===== config.mk =====
export PLATFORM = sky130hd
export DESIGN_NAME = ppm_packet_crc32_fcs
export DESIGN_NICKNAME = d
export VERILOG_FILES = /design/src/common/ppm_fcs_pkg.sv /design/src/logic/ppm_packet_crc32_fcs.sv /design/src/logic/fcs_crc32_shift.sv
export VERILOG_INCLUDE_DIRS = /design/src /design/src/common
export SDC_FILE = /design/constraint.sdc
export NUM_CORES = 1
export LEC_CHECK = 0
export ABC_AREA = 1
export BUFFER_PORTS_ARGS = -buffer_cell sky130_fd_sc_hd__buf_2
export CAP_MARGIN = 40
export CORE_MARGIN = 8
export CORE_UTILIZATION = 39
export DETAILED_ROUTE_END_ITERATION = 10
export GPL_TIMING_DRIVEN = 0
export PLACE_DENSITY = 0.58
export SLEW_MARGIN = 20
export SYNTH_ARGS = -nofsm -noshare
export SYNTH_HDL_FRONTEND = slang
export SYNTH_SLANG_ARGS = --single-unit

===== constraint.sdc =====
create_clock -name clk -period 3.9 [get_ports clk]
set_input_delay 0.39 -clock clk [delete_from_list [all_inputs] [get_ports clk]]
set_output_delay 0.39 -clock clk [all_outputs]
set_load 0.02 [all_outputs]

===== src/common/ppm_fcs_consts.svh =====
// constants for the pulse-position packet frame check block
`ifndef PPM_FCS_CONSTS_SVH
`define PPM_FCS_CONSTS_SVH

// ---------------------------------------------------------------
// check calculation
// ---------------------------------------------------------------
`define FCS_WIDTH        32
`define FCS_PRESET       32'hFFFFFFFF
`define FCS_POLY         32'h04C11DB7
`define FCS_CHECK_CLKS   6'h20
`define FCS_CHECK_LAST   6'h1F
`define FCS_FILL_SYMS    5'h10

// ---------------------------------------------------------------
// framing
// ---------------------------------------------------------------
`define PREAMBLE_GROUPS  5'h10
`define SYM_DARK         4'h0

// ---------------------------------------------------------------
// register map (byte addresses)
// ---------------------------------------------------------------
`define REG_CTRL         12'h000
`define REG_STATUS       12'h004
`define REG_TXFCS        12'h008
`define REG_RXOK_CNT     12'h00C
`define REG_RXBAD_CNT    12'h010
`define CTRL_BADFCS_BIT  0
`define CTRL_CLEAR_BIT   1
`define CTRL_RESET       32'h00000000
`define CNT_RESET        16'h0000

`endif


===== src/common/ppm_fcs_pkg.sv =====
// types and helpers for the pulse-position packet frame check block
package ppm_fcs_pkg;

   // ---------------------------------------------------------------
   // state machines
   // ---------------------------------------------------------------
   typedef enum logic [1:0] {
      TX_IDLE     = 2'b00,
      TX_PREAMBLE = 2'b01,
      TX_PAYLOAD  = 2'b11,
      TX_CHECK    = 2'b10
   } txState_t;

   typedef enum logic [1:0] {
      RX_HUNT  = 2'b00,
      RX_FRAME = 2'b01,
      RX_DARK1 = 2'b11
   } rxState_t;

   // one lit chip among four; chip 1 is bit 3 and goes out first
   function automatic logic symLegal(input logic [3:0] sym);
      return (sym == 4'h8) || (sym == 4'h4) || (sym == 4'h2) || (sym == 4'h1);
   endfunction : symLegal

   // pair {b1,b0}: 00 chip1, 01 chip2, 10 chip3, 11 chip4
   function automatic logic [1:0] symPair(input logic [3:0] sym);
      logic [1:0] p;
      p = 2'h0;
      unique case (sym)
         4'h8:    p = 2'h0;
         4'h4:    p = 2'h1;
         4'h2:    p = 2'h2;
         4'h1:    p = 2'h3;
         default: p = 2'h0;
      endcase
      return p;
   endfunction : symPair

endpackage : ppm_fcs_pkg


===== src/logic/ppm_packet_crc32_fcs.sv =====
// frame check generation and receive acceptance for 4-slot pulse-position packets
// Functional notes
// RULE1: check is 32-bit cyclic value of payload
// RULE2: compute over raw bits before symbol encoding
// RULE3: standard 32-bit polynomial taps
// RULE4: check leaves as four ordinary data bytes
// RULE5: payload bytes enter least significant bit first
// RULE6: preset register to ones; clear forces preset
// RULE7: zero feedback while check shifts out
// RULE8: feedback is top bit xor data
// RULE9: select low passes data, high sends inverted top
// RULE10: send inverse of register contents
// RULE11: corruption input suppresses inversion
// RULE12: async low reset presets register to ones
// RULE13: accept only valid flags, symbols, check
// RULE14: preamble not needed for acceptance
// RULE15: two dark symbols abort the packet
// RULE16: illegal non-stop symbol after start aborts
// RULE17: back-to-back packets each complete
// RULE18: one lit chip per bit pair
// RULE19: decode symbols until stop flag recognised
// RULE20: exactly sixteen preamble groups
// RULE21: receiver recomputes check, mismatch rejects
// RULE22: check select high exactly 32 clocks
`timescale 1ns/1ns
`include "ppm_fcs_consts.svh"
module ppm_packet_crc32_fcs
   import ppm_fcs_pkg::*;
(
   input  wire logic        clk,
   input  wire logic        rstn,
   // apb slave
   input  wire logic        psel,
   input  wire logic        penable,
   input  wire logic        pwrite,
   input  wire logic [11:0] paddr,
   input  wire logic [31:0] pwdata,
   output logic      [31:0] prdata,
   output logic             pready,
   output logic             pslverr,
   // transmit side, one payload bit per clock
   input  wire logic        txClear,
   input  wire logic        txStart,
   input  wire logic        txGroupDone,
   input  wire logic        txBitValid,
   input  wire logic        txBitIn,
   input  wire logic        txLastBit,
   input  wire logic        txBadFcs,
   output logic             txSendPreamble,
   output logic             txPayloadReady,
   output logic             txBitOut,
   output logic             txBitOutValid,
   output logic             txCrcPhase,
   // receive side, one symbol per valid
   input  wire logic        rxOpenFlag,
   input  wire logic        rxCloseFlag,
   input  wire logic        rxSymbolValid,
   input  wire logic [3:0]  rxSymbol,
   input  wire logic        rxStopChip,
   output logic      [1:0]  rxPair,
   output logic             rxPairValid,
   output logic             rxInFrame,
   output logic             rxAccept,
   output logic             rxAbort,
   output logic             rxCrcError
);
   // ---------------------------------------------------------------
   // declarations
   // ---------------------------------------------------------------
   txState_t    txState_ff;
   rxState_t    rxState_ff;
   logic [4:0]  groupCnt_ff;
   logic [5:0]  checkCnt_ff;
   logic [31:0] txCrc;
   logic [31:0] rxCrc;
   logic [31:0] rxDly_ff;
   logic [4:0]  rxSymCnt_ff;
   logic [1:0]  rxSymMod_ff;
   logic [31:0] ctrl_ff;
   logic [15:0] okCnt_ff;
   logic [15:0] badCnt_ff;
   logic        prdyq_ff;
   logic [31:0] prdata_ff;
   logic        pslverr_ff;
   logic        badFcs;
   logic        txBitOut_ff;
   logic        txBitOutValid_ff;
   logic        txCrcPhase_ff;
   logic [1:0]  rxPair_ff;
   logic        rxPairValid_ff;
   logic        rxAccept_ff;
   logic        rxAbort_ff;
   logic        rxCrcError_ff;
   logic        rxInFrame_ff;
   logic        txCrcClr;
   logic        txCrcEn;
   logic        rxActive;
   logic        rxData;
   logic        rxFull;
   logic        rxLenOk;
   logic        rxMatch;
   logic        apbWr;
   logic        apbRd;
   logic [1:0]  rxSymPair;

   assign badFcs   = txBadFcs | ctrl_ff[`CTRL_BADFCS_BIT];
   assign apbWr    = psel & penable & prdyq_ff & pwrite;
   assign apbRd    = psel & ~penable & ~pwrite;

   // ---------------------------------------------------------------
   // transmit sequencer
   // ---------------------------------------------------------------
   always_ff @(posedge clk or negedge rstn) begin
      if (!rstn) begin
         txState_ff  <= TX_IDLE;
         groupCnt_ff <= 5'h00;
         checkCnt_ff <= 6'h00;
      end else begin
         unique case (txState_ff)
            TX_IDLE: begin
               groupCnt_ff <= 5'h00;
               if (txStart) begin
                  txState_ff <= TX_PREAMBLE;
               end
            end
            TX_PREAMBLE: begin
               if (groupCnt_ff == `PREAMBLE_GROUPS) begin
                  txState_ff <= TX_PAYLOAD;                              // [RULE20]
               end else if (txGroupDone) begin
                  groupCnt_ff <= groupCnt_ff + 5'h01;
               end
            end
            TX_PAYLOAD: begin
               checkCnt_ff <= 6'h00;
               if (txBitValid && txLastBit) begin
                  txState_ff <= TX_CHECK;
               end
            end
            TX_CHECK: begin
               checkCnt_ff <= checkCnt_ff + 6'h01;
               if (checkCnt_ff == `FCS_CHECK_LAST) begin
                  txState_ff <= TX_IDLE;                                 // [RULE22]
               end
            end
         endcase
      end
   end

   // ---------------------------------------------------------------
   // transmit check register and output mux
   // ---------------------------------------------------------------
   assign txCrcClr = txClear | ctrl_ff[`CTRL_CLEAR_BIT] |
                     (txState_ff == TX_IDLE && txStart);                 // [RULE6]
   assign txCrcEn  = (txState_ff == TX_PAYLOAD && txBitValid) ||
                     (txState_ff == TX_CHECK);                           // [RULE1] [RULE2]

   fcs_crc32_shift #(.BITS(1)) txFcs (
      .clk       (clk),
      .rstn      (rstn),
      .clr       (txCrcClr),
      .en        (txCrcEn),
      .shiftOnly (txState_ff == TX_CHECK),                               // [RULE7]
      .din       (txBitIn),                                              // [RULE5]
      .crc_ff    (txCrc)
   );

   always_ff @(posedge clk or negedge rstn) begin
      if (!rstn) begin
         txBitOut_ff      <= 1'b0;
         txBitOutValid_ff <= 1'b0;
         txCrcPhase_ff    <= 1'b0;
         txSendPreamble   <= 1'b0;
         txPayloadReady   <= 1'b0;
      end else begin
         txCrcPhase_ff    <= (txState_ff == TX_CHECK);                   // [RULE22]
         txBitOutValid_ff <= txCrcEn;
         txSendPreamble   <= (txState_ff == TX_IDLE && txStart) ||
                             (txState_ff == TX_PREAMBLE &&
                              groupCnt_ff != `PREAMBLE_GROUPS);          // [RULE20]
         txPayloadReady   <= (txState_ff == TX_PAYLOAD && !(txBitValid && txLastBit)) ||
                             (txState_ff == TX_PREAMBLE &&
                              groupCnt_ff == `PREAMBLE_GROUPS);
         if (txState_ff == TX_CHECK) begin
            txBitOut_ff <= ~txCrc[31] ^ badFcs; // [RULE9] [RULE10] [RULE11] [RULE4]
         end else begin
            txBitOut_ff <= txBitIn;                                      // [RULE9]
         end
      end
   end

   // ---------------------------------------------------------------
   // receive framing
   // ---------------------------------------------------------------
   assign rxActive = (rxState_ff != RX_HUNT);
   assign rxData   = rxActive && rxSymbolValid && symLegal(rxSymbol) && !rxCloseFlag;
   assign rxFull   = (rxSymCnt_ff == `FCS_FILL_SYMS);
   assign rxLenOk  = rxFull && (rxSymMod_ff == 2'h0);
   assign rxMatch  = (rxDly_ff == ~rxCrc);                               // [RULE21]
   assign rxSymPair = symPair(rxSymbol);

   always_ff @(posedge clk or negedge rstn) begin
      if (!rstn) begin
         rxState_ff     <= RX_HUNT;
         rxAccept_ff    <= 1'b0;
         rxAbort_ff     <= 1'b0;
         rxCrcError_ff  <= 1'b0;
         rxInFrame_ff   <= 1'b0;
      end else begin
         rxAccept_ff    <= 1'b0;
         rxAbort_ff     <= 1'b0;
         rxCrcError_ff  <= 1'b0;
         if (rxOpenFlag) begin
            rxAbort_ff <= rxActive;                                      // [RULE17]
            rxState_ff <= RX_FRAME;                                      // [RULE14]
         end else if (rxActive && rxCloseFlag) begin
            rxState_ff    <= RX_HUNT;                                    // [RULE19]
            rxAccept_ff   <= rxLenOk && rxMatch;                         // [RULE13]
            rxAbort_ff    <= !(rxLenOk && rxMatch);
            rxCrcError_ff <= rxLenOk && !rxMatch;                        // [RULE21]
         end else if (rxActive && rxSymbolValid) begin
            if (symLegal(rxSymbol)) begin
               rxState_ff <= RX_FRAME;                                   // [RULE18]
            end else if (rxSymbol == `SYM_DARK && rxState_ff == RX_DARK1) begin
               rxState_ff <= RX_HUNT;                                    // [RULE15]
               rxAbort_ff <= 1'b1;
            end else if (!rxStopChip) begin
               rxState_ff <= RX_HUNT;                                    // [RULE16]
               rxAbort_ff <= 1'b1;
            end else if (rxSymbol == `SYM_DARK) begin
               rxState_ff <= RX_DARK1;
            end else begin
               rxState_ff <= RX_FRAME;
            end
         end
         rxInFrame_ff <= rxOpenFlag ||
                         (rxActive && !rxCloseFlag && !(rxSymbolValid &&
                          !symLegal(rxSymbol) && (!rxStopChip ||
                          (rxSymbol == `SYM_DARK && rxState_ff == RX_DARK1))));
      end
   end

   // ---------------------------------------------------------------
   // receive data path: the last 32 bits wait in a delay line so the
   // check register only sees payload, then the line holds the check field
   // ---------------------------------------------------------------
   always_ff @(posedge clk or negedge rstn) begin
      if (!rstn) begin
         rxDly_ff       <= 32'h00000000;
         rxSymCnt_ff    <= 5'h00;
         rxSymMod_ff    <= 2'h0;
         rxPair_ff      <= 2'h0;
         rxPairValid_ff <= 1'b0;
      end else begin
         rxPairValid_ff <= rxData;
         if (rxOpenFlag) begin
            rxSymCnt_ff <= 5'h00;
            rxSymMod_ff <= 2'h0;
         end else if (rxData) begin
            rxPair_ff   <= rxSymPair;                                    // [RULE18]
            rxDly_ff    <= {rxDly_ff[29:0], rxSymPair[0], rxSymPair[1]}; // [RULE5]
            rxSymMod_ff <= rxSymMod_ff + 2'h1;
            if (!rxFull) begin
               rxSymCnt_ff <= rxSymCnt_ff + 5'h01;
            end
         end
      end
   end

   fcs_crc32_shift #(.BITS(2)) rxFcs (
      .clk       (clk),
      .rstn      (rstn),
      .clr       (rxOpenFlag),
      .en        (rxData && rxFull),                                     // [RULE21]
      .shiftOnly (1'b0),
      .din       (rxDly_ff[31:30]),
      .crc_ff    (rxCrc)
   );

   // ---------------------------------------------------------------
   // apb registers, one wait-free access cycle
   // ---------------------------------------------------------------
   always_ff @(posedge clk or negedge rstn) begin
      if (!rstn) begin
         prdyq_ff   <= 1'b0;
         prdata_ff  <= 32'h00000000;
         pslverr_ff <= 1'b0;
      end else begin
         prdyq_ff   <= psel & ~penable;
         pslverr_ff <= psel & ~penable & !(paddr == `REG_CTRL || paddr == `REG_STATUS ||
                       paddr == `REG_TXFCS || paddr == `REG_RXOK_CNT ||
                       paddr == `REG_RXBAD_CNT);
         if (apbRd) begin
            unique case (paddr)
               `REG_CTRL:      prdata_ff <= {30'h0, 1'b0, ctrl_ff[`CTRL_BADFCS_BIT]};
               `REG_STATUS:    prdata_ff <= {26'h0, rxState_ff, txState_ff, 2'h0} |
                                            {31'h0, rxInFrame_ff};
               `REG_TXFCS:     prdata_ff <= txCrc;
               `REG_RXOK_CNT:  prdata_ff <= {16'h0, okCnt_ff};
               `REG_RXBAD_CNT: prdata_ff <= {16'h0, badCnt_ff};
               default:        prdata_ff <= 32'h00000000;
            endcase
         end
      end
   end

   always_ff @(posedge clk or negedge rstn) begin
      if (!rstn) begin
         ctrl_ff <= `CTRL_RESET;
      end else begin
         ctrl_ff[`CTRL_CLEAR_BIT] <= 1'b0;
         if (apbWr && paddr == `REG_CTRL) begin
            ctrl_ff[`CTRL_BADFCS_BIT] <= pwdata[`CTRL_BADFCS_BIT];
            ctrl_ff[`CTRL_CLEAR_BIT]  <= pwdata[`CTRL_CLEAR_BIT];
         end
      end
   end

   always_ff @(posedge clk or negedge rstn) begin
      if (!rstn) begin
         okCnt_ff  <= `CNT_RESET;
         badCnt_ff <= `CNT_RESET;
      end else begin
         if (apbWr && paddr == `REG_RXOK_CNT) begin
            okCnt_ff <= `CNT_RESET;
         end else if (rxAccept_ff) begin
            okCnt_ff <= okCnt_ff + 16'h0001;
         end
         if (apbWr && paddr == `REG_RXBAD_CNT) begin
            badCnt_ff <= `CNT_RESET;
         end else if (rxAbort_ff) begin
            badCnt_ff <= badCnt_ff + 16'h0001;
         end
      end
   end

   assign prdata         = prdata_ff;
   assign pready         = prdyq_ff;
   assign pslverr        = pslverr_ff;
   assign txBitOut       = txBitOut_ff;
   assign txBitOutValid  = txBitOutValid_ff;
   assign txCrcPhase     = txCrcPhase_ff;
   assign rxPair         = rxPair_ff;
   assign rxPairValid    = rxPairValid_ff;
   assign rxInFrame      = rxInFrame_ff;
   assign rxAccept       = rxAccept_ff;
   assign rxAbort        = rxAbort_ff;
   assign rxCrcError     = rxCrcError_ff;

   // ---------------------------------------------------------------
   // checks
   // ---------------------------------------------------------------
   logic [5:0] phaseLen_ff;
   always_ff @(posedge clk or negedge rstn) begin
      if (!rstn) begin
         phaseLen_ff <= 6'h00;
      end else if (txCrcPhase_ff) begin
         phaseLen_ff <= phaseLen_ff + 6'h01;
      end else begin
         phaseLen_ff <= 6'h00;
      end
   end

   a_check_length: assert property (@(posedge clk) disable iff (!rstn) // [RULE22]
      $fell(txCrcPhase_ff) |-> $past(phaseLen_ff) == `FCS_CHECK_LAST)
      else $error("check phase not 32 clocks");

   a_tx_preset: assert property (@(posedge clk) disable iff (!rstn) // [RULE6]
      (txState_ff == TX_IDLE && txStart) |=> txCrc == `FCS_PRESET)
      else $error("check register not preset at packet start");

   a_payload_pass: assert property (@(posedge clk) disable iff (!rstn) // [RULE9]
      (txState_ff == TX_PAYLOAD && txBitValid) |=> txBitOut_ff == $past(txBitIn) && !txCrcPhase)
      else $error("payload bit altered on output");

   a_check_invert: assert property (@(posedge clk) disable iff (!rstn) // [RULE10]
      (txState_ff == TX_CHECK && !badFcs) |=> txBitOut_ff != $past(txCrc[31]))
      else $error("check bit not inverted");

   a_bad_fcs: assert property (@(posedge clk) disable iff (!rstn) // [RULE11]
      (txState_ff == TX_CHECK && badFcs) |=> txBitOut_ff == $past(txCrc[31]))
      else $error("corrupt check bit was inverted");

   a_preamble_groups: assert property (@(posedge clk) disable iff (!rstn) // [RULE20]
      (txState_ff == TX_PREAMBLE ##1 txState_ff == TX_PAYLOAD)
      |-> $past(groupCnt_ff) == `PREAMBLE_GROUPS)
      else $error("preamble group count wrong");

   a_dark_abort: assert property (@(posedge clk) disable iff (!rstn) // [RULE15]
      (rxState_ff == RX_DARK1 && rxSymbolValid && rxSymbol == `SYM_DARK
       && !rxOpenFlag && !rxCloseFlag) |=> rxAbort_ff && rxState_ff == RX_HUNT)
      else $error("double dark symbol did not abort");

   a_illegal_abort: assert property (@(posedge clk) disable iff (!rstn) // [RULE16]
      (rxActive && rxSymbolValid && !symLegal(rxSymbol) && !rxStopChip
       && !rxOpenFlag && !rxCloseFlag) |=> rxAbort_ff && !rxInFrame_ff)
      else $error("illegal symbol did not abort");

   a_accept_valid: assert property (@(posedge clk) disable iff (!rstn) // [RULE13]
      rxAccept_ff |-> $past(rxLenOk) && $past(rxMatch) && !rxAbort_ff)
      else $error("packet accepted without valid check field");

endmodule : ppm_packet_crc32_fcs


===== src/logic/fcs_crc32_shift.sv =====
// serial 32-bit check register, several bits per step
`timescale 1ns/1ns
`include "ppm_fcs_consts.svh"
module fcs_crc32_shift #(
   parameter int BITS = 1
) (
   input  wire logic             clk,
   input  wire logic             rstn,
   input  wire logic             clr,
   input  wire logic             en,
   input  wire logic             shiftOnly,
   input  wire logic [BITS-1:0]  din,
   output logic      [31:0]      crc_ff
);
   logic [31:0] nxt_crc;

   // din[BITS-1] is taken first
   always_comb begin
      logic fb;
      fb = 1'b0;
      nxt_crc = crc_ff;
      for (int i = BITS - 1; i >= 0; i--) begin
         fb = (nxt_crc[31] ^ din[i]) & ~shiftOnly;                       // [RULE8] [RULE7]
         nxt_crc = {nxt_crc[30:0], 1'b0} ^ (`FCS_POLY & {32{fb}});        // [RULE3]
      end
   end

   always_ff @(posedge clk or negedge rstn) begin
      if (!rstn) begin
         crc_ff <= `FCS_PRESET;                                          // [RULE12]
      end else if (clr) begin
         crc_ff <= `FCS_PRESET;                                          // [RULE6]
      end else if (en) begin
         crc_ff <= nxt_crc;
      end
   end

   // ---------------------------------------------------------------
   // checks
   // ---------------------------------------------------------------
   a_clear_preset: assert property (@(posedge clk) disable iff (!rstn) // [RULE6]
      clr |=> crc_ff == `FCS_PRESET)
      else $error("check register not preset after clear");

   a_plain_shift: assert property (@(posedge clk) disable iff (!rstn) // [RULE7]
      (en && shiftOnly && !clr) |=> crc_ff == ($past(crc_ff) << BITS))
      else $error("check register not a plain shift in check phase");

endmodule : fcs_crc32_shift


After elaboration in Yosys (flattened, before gate mapping). Index checks and enable logic that the tools add are counted.

Register bits: 198. Input port bits: 64. Output and inout bits: 46. Word-level logic and storage cells: 183.

$add $sub $neg: 6. Equality and inequality tests: 24. Multiplexer cells: 43. Bitwise logic cells: 24. Reductions and logical operators: 59.

Operator list (count): 32-bit one-hot mux with 5 select lines (1); 32-bit 2-to-1 mux (4); 32-bit by 27-bit bitwise XOR with 32-bit output (3); 16-bit 2-to-1 mux (4); 16-bit by 1-bit adder with 16-bit output (second input constant) (2); 32-bit equality test (1); 32-bit NOT (1); 2-bit 2-to-1 mux (14); 5-bit 2-to-1 mux (5); 12-bit by 4-bit equality test with 1-bit output (second input constant) (2); 1-bit logical AND (22); 2-bit nonzero test (8); 2-bit != test (second input constant) (7); 12-bit by 3-bit equality test with 1-bit output (second input constant) (1); 12-bit by 5-bit equality test with 1-bit output (second input constant) (1); 12-bit logical NOT (1); 1-bit logical OR (12); 6-bit one-hot mux with 2 select lines (1); 1-bit 2-to-1 mux (11); 5-bit by 1-bit adder with 5-bit output (second input constant) (2); 5-bit equality test (second input constant) (2); 5-bit one-hot mux with 2 select lines (1); 1-bit logical NOT (8); 2-bit one-hot mux with 4 select lines (1); 22 further kinds (41).

Depth between registers and ports, before layout. Gate-level depths: netlist of the first run.

Word-level depth: 10. Depth in mapped cells: 15. Mapped depth without buffers: 13.

Modules after synthesis. From an unflattened synthesis of the first run, not the netlist that was laid out.

Cells, all modules: 1331. Area total of the unflattened synthesis: 10405.0 um^2.

By module, submodules not included: ppm_packet_crc32_fcs (times used 1, cells each 977, area an instance 7191.9 um^2); fcs_crc32_shift (rxFcs) (times used 1, cells each 187, area an instance 1641.6 um^2); fcs_crc32_shift (txFcs) (times used 1, cells each 167, area an instance 1571.5 um^2).

Worst setup path before layout of the first run. No wires, ideal clock.

Kind: register to register. Start: register rxFcs.crc_ff[30]. End: register rxAbort_ff (netlist: rxAbort). Setup time: 0.119 ns. Arrival: 1.923 ns. Setup slack: 1.858 ns. Cell stages (with the launch flop): 16. Clock period less this slack: 2.042 ns. Path through: dfstp_2 -> inv_1 -> nand2_1 -> and2_1 -> buf_2 -> clkbuf_1 -> ha_1 -> inv_1 -> a21oi_1 -> nand2_1 -> nor2_1 -> nand2_1 -> nor2_1 -> nand3_1 -> nand2_1 -> nand2_1.

Longest elaborated chain between the ends: 6.

RTL lines: start: declaration (line fcs_crc32_shift.sv:13) `output logic [31:0] crc_ff`; start signal: assignment (line fcs_crc32_shift.sv:30) `` crc_ff <= `FCS_PRESET; ``; start signal: assignment (line fcs_crc32_shift.sv:32) `` crc_ff <= `FCS_PRESET; ``; start signal: assignment (line fcs_crc32_shift.sv:34) `crc_ff <= nxt_crc;`; 32-bit NOT (line ppm_packet_crc32_fcs.sv:198) `assign rxMatch = (rxDly_ff == ~rxCrc);`; 32-bit equality test (line ppm_packet_crc32_fcs.sv:198); 1-bit logical AND (line ppm_packet_crc32_fcs.sv:218) `rxAbort_ff <= !(rxLenOk && rxMatch);`; 1-bit logical NOT (line ppm_packet_crc32_fcs.sv:218); 1-bit 2-to-1 mux (line ppm_packet_crc32_fcs.sv:215) `end else if (rxActive && rxCloseFlag) begin`; 1-bit 2-to-1 mux (line ppm_packet_crc32_fcs.sv:212) `if (rxOpenFlag) begin`; end signal: assignment (line ppm_packet_crc32_fcs.sv:213) `rxAbort_ff <= rxActive;`; end signal: assignment (line ppm_packet_crc32_fcs.sv:218); end: declaration (line ppm_packet_crc32_fcs.sv:92) `logic rxAbort_ff;`.

No other way between the ends. A chain may end at the register's enable or synchronous reset.

Worst setup path in the final report of the first run. Ends and elaborated chain as after synthesis.

==> metrics.yaml, run 1 <==
synth:
  ys_warn_count: 0
  seq_area_frac_synth: 0.491
  synth_mux_area_frac: 0
  synthTopCellsByCount: "347 x nand2_1, 180 x inv_1, 132 x dfrtp_1"
  ys.flop_type: "dfrtp_1"
  synth-compound-area-share: 0.118
  synth_area_leaders: "dfrtp_1 33%, dfstp_2 17%, nand2_1 13%"
  synthAdderAreaFrac: 0.0111
  syn-cell-area_mm2: 0.0102
  yosysTopAreaCell: "dfrtp_1"
  synth_most_common_cell: "nand2_1"
  synth-seq-cells: 196
  ys_types: 47
  synth_edf_count: 0
  syn_nets: 1358
  synth_top_area_share: 0.325
  synth_xor_area_frac: 0.0198
  synth_top_family_by_area: "simple AND/OR/NAND/NOR gates"
  synth-simple-area-share: 0.267
  async_reset_ff_frac: 1.00
  syn-instance-count: 1285
  synth_area_per_cell_um2: 7.91
global_route:
  grt_first_pass_wirelength_um: 43400
  grt_max_degree: 89
  grt_usage: 0.174
  grt_overflow: 0
  antenna_found_initial: 0
  grt_pass1_vias: 8275
floorplanning:
  ios: 110
  start_util: 0.393
  core.rowCount: 59
  dieArea_mm2: 0.0315
  die_x_um: 177
  die_y_um: 177
  core-area_mm2: 0.0258
power_and_ir_drop:
  vdd_drop_max_mv: 0.266
  p_clk_frac: 0.303
  power_density_mw_per_mm2: 497
  combPwrFrac: 0.230
  p_sw_mw: 2.06
  p_leak_nw: 6.11
  p_sw_frac: 0.356
  sequentialPowerShare: 0.467
  p_int_mw: 3.73
sta:
  skew_ns: 0.0164
  worst_pin_slew_ns: 0.739
  setup_viol: 0
  finalWorstSetupSlack_ns: 1.15
  hold_viol_final: 0
  min_period_over_period: 0.704
  grt_setup_unrepaired: "no"
  fmax_ghz: 0.364
  min_period_ns: 2.75
  fin_hold_ws_ns: 0.155
  relSlewSlack: 0.505
  final_max_slew_viol_count: 0
worst_setup_path:
  r2r_slack_ns: 1.15
  reg2reg_depth: 15
  path_max_fanout: 10
  cp-start-kind: "flip-flop"
  r2r_end: "rxAbort$_DFF_PN0_"
  arrival_ns: 3.08
  cp-endpoint: "rxAbort$_DFF_PN0_"
  cp.required_ns: 4.24
  critPathKind: "reg2reg"
  r2r_start: "rxFcs.crc_ff[30]$_DFFE_PN1P_"
  critPathCaptureType: "flip-flop"
  startpoint: "rxFcs.crc_ff[30]$_DFFE_PN1P_"
route:
  route.detailed.wl_per_inst_um: 15.5
  dr_total_vias: 8599
  first_pass_iters: 5
  via_per_inst: 4.96
  drt-initial-drc-count: 586
  wirelength_um: 26800
  ant_nets: 0
  post-route-drc-count: 0
clock_tree:
  root_buffer: "clkbuf_16"
  h-tree-depth: 4
  cts-buffers-inserted: 17
  ctsResizeCount: 0
  clk_latency_ns: 0.45
  clock-sinks: 196
  clk_path_buf_depth: 2
  path_clk_slew_ns: 0.08
  cts_tree: "yes"
placement:
  dpl.cell_count: 1701
  post-place-ws_ns: 1.26
  place.gp.congestion: 0.865
  hpwlAfterDp_um: 19800
  io_buffers: 79
  placed_area_mm2: 0.0110
final_layout:
  layout-drive-gt1-share: 0.182
  final_area_mm2: 0.0116
  antenna_cells: 0
  final_cells: 1734
  finalNetCount: 1459
  area_delta_synth_final_pct: 14.5
  fill_cells: 2594
worst_hold_path:
  hold_class: "in2reg"
  hp-start: "penable"
status:
  status: "finished, final reports clean"
flow_run:
  cap_viol_max_count: 0
-- placed cells by master (no fill, tap or decap), drive strengths merged, types with 3 or more instances in the layout --
master,instances
o21ai,93
clkbuf,30
clkinv,7
inv,192
nor3,18
a22oi,20
nor2,131
buf,116
o22ai,3
xnor2,3
nand3,114
ha,9
o211ai,12
a32oi,13
a21oi,16
nand4,10
o31ai,18
nand2,352
nand3b,3
dfrtp,132
or2,6
dfstp,64
xor2,20
a31oi,4
-- worst max-delay path, cell delays in order, from the launching register on --
cell      delay (ns)
dfstp_2         0.53
inv_1           0.04
nand2_1         0.04
and2_1          0.11
buf_2           0.27
clkbuf_1        0.49
ha_1            0.25
inv_1           0.04
a21oi_1         0.12
nand2_1         0.09
nor2_1          0.12
nand2_1         0.07
nor2_1          0.23
nand3_1         0.11
nand2_1         0.08
nand2_1         0.04
-- cells by family after synthesis --
logic type	after synthesis
xor+xnor	23
fa+ha+maj	9
buf+inv	233
flops	196
simple gates	637
compound gates	187
-- per-stage QoR --
| step | utilization | setup TNS (ns) | power [mW] |
|---|---|---|---|
| finish | 0.450 | 0 | 5.79 |
| floorplan | - | 0 | 3.61 |
| detailed placement | 0.427 | 0 | 4.07 |
| CTS | 0.450 | 0 | 5.84 |
| global placement | 0.425 | -127.57 | 4.03 |
| global route | 0.450 | 0 | 6.15 |
-- power groups by stage --
| stage | Combinational (mW) | Clock [mW] | Sequential, mW |
|---|---|---|---|
| 4_1_cts | 1.34 | 1.80 | 2.70 |
| 3_5_place_dp | 1.33 | 0 | 2.73 |
| 3_3_place_gp | 1.30 | 0 | 2.73 |
| 5_1_grt | 1.53 | 1.87 | 2.75 |
| 2_1_floorplan | 0.944 | 0 | 2.66 |
| 6_report | 1.33 | 1.75 | 2.70 |
-- metal layers --
| metal | track usage | wire, um | share of wire | up-vias |
|---|---|---|---|---|
| li1 | - | - | - | 4325 |
| met1 | 0.236 | 12800 | 0.48 | 4072 |
| met2 | 0.281 | 12400 | 0.46 | 175 |
| met3 | 0.0287 | 1200 | 0.045 | 27 |
| met4 | 0.0500 | 469 | 0.017 | 0 |
| met5 | 0 | 0 | 0 | - |
-- flip-flops by register name (all words and copies together), names as in the netlist, 2 cells and up --
name          flops
prdata           32
rxDly_ff         32
rxFcs.crc_ff     32
txFcs.crc_ff     32
badCnt_ff        16
okCnt_ff         16
checkCnt_ff       6
groupCnt_ff       5
rxSymCnt_ff       5
ctrl_ff           2
rxState_ff        2
rxSymMod_ff       2
txState_ff        2
-- worst min-delay path by stage --
stage	endpoint	slack (ns)	cells after the start
CTS	pready$_DFF_PN0_	0.13	2
finish	pready$_DFF_PN0_	0.16	2
global route	pready$_DFF_PN0_	0.15	2
floorplan	badCnt_ff[0]$_DFFE_PN0P_	0.09	0
detailed placement	prdata[27]$_DFFE_PN0P_	0.29	1
global placement	prdata[13]$_DFFE_PN0P_	0.46	2
-- area by class of cell --
type                            count  area (um^2)  share of cell area
Buffer                             47          253              0.0217
Clock buffer                       18          429              0.0369
Clock inverter                     14          154              0.0132
Inverter                          186          698              0.0600
Multi-Input combinational cell    856         4220               0.363
Sequential cell                   196         4980               0.429
Tap cell                          335          419              0.0360
Timing Repair Buffer               82          470              0.0404
-- what timing repair did --
item / in CTS / in global routing
hold endpoints to repair: 35 / 0
endpoints found under the setup margin: 0 / 0
setup buffers: 0 / 0
hold buffers: 1 / 0
(Power assumes the default switching activity.)
==> run 2: changes to the inputs <==
ABC_AREA = 0   (was 1)
clock period = 2.6 ns   (was 3.9 ns; I/O delays follow)
==> run 2 against run 1 <==
  * Cell count down 22%
  * Clock skew up 0.00057 ns
  * Register-to-register slack worse by 0.96 ns
  * Setup slack worse by 0.96 ns
  * Critical path depth down 8
  * Design area down 6.4%
  * First-iteration DRC count down 18%
  * Clock power up 50%
  * Utilization up 0.30 points
  * Die area down 6.6%
==> metrics.yaml, run 2 <==
synth:
  syn_nets: 981  # -28%
  ys.flop_type: "dfrtp_1"
  ys_warn_count: 0  # unchanged
  yosysTopAreaCell: "dfrtp_1"
  synth_most_common_cell: "nand2_1"
  synth_area_per_cell_um2: 10.4  # +31%
  synth_edf_count: 0  # unchanged
  synthTopCellsByCount: "144 x nand2_1, 132 x dfrtp_1, 72 x nor2_1"
  seq_area_frac_synth: 0.529  # +0.0382
  syn-cell-area_mm2: 0.00942  # -7.2%
  syn-instance-count: 908  # -29%
  ys_types: 56  # +19%
  synth_area_leaders: "dfrtp_1 35%, dfstp_2 18%, nand2_1 5.7%"
  synth-seq-cells: 196  # unchanged
  synth_top_area_share: 0.351  # +0.0253
  async_reset_ff_frac: 1.00  # unchanged
sta:
  hold_viol_final: 0  # unchanged
  min_period_over_period: 0.925  # +0.221
  setup_viol: 0  # unchanged
  worst_pin_slew_ns: 0.794  # +0.0553 ns
  fmax_ghz: 0.416  # +14%
  grt_setup_unrepaired: "no"
  final_max_slew_viol_count: 0  # unchanged
  skew_ns: 0.0170  # +0.000567 ns
  relSlewSlack: 0.467  # -0.0374
  finalWorstSetupSlack_ns: 0.194  # -0.960 ns
  min_period_ns: 2.41  # -0.340 ns
  fin_hold_ws_ns: 0.0354  # -0.120 ns
route:
  wirelength_um: 22200  # -17%
  via_per_inst: 5.06  # +2.0%
  route.detailed.wl_per_inst_um: 16.5  # +6.5%
  dr_total_vias: 6806  # -21%
  first_pass_iters: 5  # unchanged
  drt-initial-drc-count: 483  # -18%
  ant_nets: 0  # unchanged
  post-route-drc-count: 0  # unchanged
floorplanning:
  core.rowCount: 57  # -3.4%
  core-area_mm2: 0.0240  # -7.0%
  dieArea_mm2: 0.0294  # -6.6%
  ios: 110  # unchanged
  die_x_um: 171  # -3.3%
  start_util: 0.392  # -0.00106
  die_y_um: 171  # -3.3%
clock_tree:
  clk_latency_ns: 0.44  # about the same
  root_buffer: "clkbuf_16"
  clk_path_buf_depth: 2  # unchanged
  cts_tree: "yes"
  clock-sinks: 196  # unchanged
  h-tree-depth: 4  # unchanged
  cts_setup_buffers: 0  # unchanged
  cts-buffers-inserted: 17  # unchanged
  path_clk_slew_ns: 0.09  # about the same
worst_setup_path:
  cp_top_family: "simple AND/OR/NAND/NOR gates"
  cp.required_ns: 2.93  # -1.31 ns
  cp-start-kind: "flip-flop"
  slowest_stage: "dfstp_2"
  cp_cell_sequence: "xnor2_2 -> inv_1 -> ha_1 -> nand2_1 -> or4_4 -> or3_1 -> nor4_2"
  path_max_fanout: 9  # -1
  arrival_ns: 2.74  # -0.34 ns
  critPathCaptureType: "flip-flop"
  slowest_delay_ns: 0.57  # +0.04 ns
  critical_path_buf_inv_count: 1  # -3
  reg2reg_depth: 7  # -8
  path_depth: 7  # -8
  critPathKind: "reg2reg"
global_route:
  grt_overflow: 0  # unchanged
  antenna_found_initial: 0  # unchanged
  use_met1: 0.230  # -0.00619
  grt_max_degree: 99  # +11%
  grt_pass1_vias: 6760  # -18%
  busiest_layer: "met2"
  grt_usage: 0.157  # -0.0166
  use_met3: 0.0331  # +0.00433
  grt_first_pass_wirelength_um: 36600  # -16%
  gr-usage-met2: 0.233  # -0.0482
final_layout:
  finalNetCount: 1082  # -26%
  final_cell_mix: "144 x nand2_1, 132 x dfrtp_1, 84 x buf_2"
  area_delta_synth_final_pct: 15.6
  final_common_cell: "nand2_1"
  fill_cells: 2293  # -12%
  layout-drive-gt1-share: 0.198  # +0.0161
  antenna_cells: 0  # unchanged
worst_hold_path:
  hold_class: "in2reg"
  hold_depth: 2  # unchanged
placement:
  hpwlAfterDp_um: 15500  # -22%
  io_buffers: 78  # -1.3%
  post-place-ws_ns: 0.120  # -1.14 ns
  place.gp.congestion: 0.812  # -6.2%
power_and_ir_drop:
  p_leak_nw: 4.75  # -22%
  vdd_drop_max_mv: 0.543  # +100%
  power_density_mw_per_mm2: 772  # +55%
status:
  status: "finished, final reports clean"
flow_run:
  cap_viol_max_count: 0  # unchanged
-- run 2: changes by cell type after synthesis, sizes merged, moves of 28 or more --
cell / previous run / this run
o21ai: 93 / 27
nand2: 352 / 145
nand3: 114 / 38
nor2: 131 / 72
clkbuf: 12 / 40
inv: 184 / 25
mux2: 0 / 35
xnor2: 3 / 61
-- run 2: timing repair --
action                                  4_1_cts  5_1_grt
endpoints found under the setup margin        0        9
resized for setup                             0        1
hold endpoints to repair                     66        0
hold buffers                                  1        0
-- run 2: worst register-to-register path, cell delays in order (launching register included) --
cell     delay, ns
dfstp_2       0.57
xnor2_2       0.23
inv_1         0.12
ha_1          0.15
nand2_1       0.05
or4_4         0.55
or3_1         0.40
nor4_2        0.25
-- run 2: per-stage QoR --
step                      power (mW)  setup TNS, ns  std cells   util  instance area, um^2
after global routing            8.93              0       1346  0.453                10900
after global placement          5.80        -343.36       1310  0.425                10200
after floorplan                 5.26              0        908      -                 9420
final                           8.41              0       1346  0.453                10900
after CTS                       8.51              0       1346  0.453                10900
after detailed placement        5.85              0       1313  0.428                10300
-- run 2: final cells by class --
| type | instances | area [um^2] | share of cell area |
|---|---|---|---|
| flip-flops and latches | 196 | 4980 | 0.458 |
| plain buffers | 51 | 218 | 0.0200 |
| multi-input cells | 636 | 4130 | 0.380 |
| inverters | 25 | 93.8 | 0.00862 |
| clock inverters | 14 | 155 | 0.0142 |
| clock buffers | 18 | 429 | 0.0394 |
| repair buffers | 82 | 470 | 0.0432 |
| well taps | 324 | 405 | 0.0372 |
-- run 2: final timing paths --
| check | startpoint | end | slack, ns |
|---|---|---|---|
| setup / recovery | rxFcs.crc_ff[31]$_DFFE_PN1P_ | rxAccept$_DFF_PN0_ | 0.19 |
| hold / removal | penable | pready$_DFF_PN0_ | 0.04 |
| setup reg to reg | rxFcs.crc_ff[31]$_DFFE_PN1P_ | rxAccept$_DFF_PN0_ | 0.19 |
| hold reg to reg | prdata[20]$_DFFE_PN0P_ | prdata[20]$_DFFE_PN0P_ | 0.48 |
| max in group asynchronous | rstn | rxFcs.crc_ff[4]$_DFFE_PN1P_ | 1.29 |
| min in group asynchronous | rstn | groupCnt_ff[2]$_DFFE_PN0P_ | 0.19 |
-- run 2: power breakdown --
group | internal (mW) | total (mW) | switching (mW)
clock | 1.30 | 2.62 | 1.32
sequential | 3.58 | 3.98 | 0.396
combinational | 0.731 | 1.81 | 1.08
-- run 2: routing by layer --
metal	wire, um	share of wire	vias to the layer above
li1	-	-	3334
met1	11000	0.50	3311
met2	9630	0.43	147
met3	1290	0.058	14
met4	225	0.010	0
met5	0	0	-
-- run 2: logic make-up after synthesis --
| group | share of synthesized area |
|---|---|
| simple gates | 0.178 |
| flops | 0.529 |
| compound gates | 0.101 |
| xor+xnor | 0.0972 |
| buf+inv | 0.0331 |
| mux | 0.0503 |
| fa+ha+maj | 0.0119 |
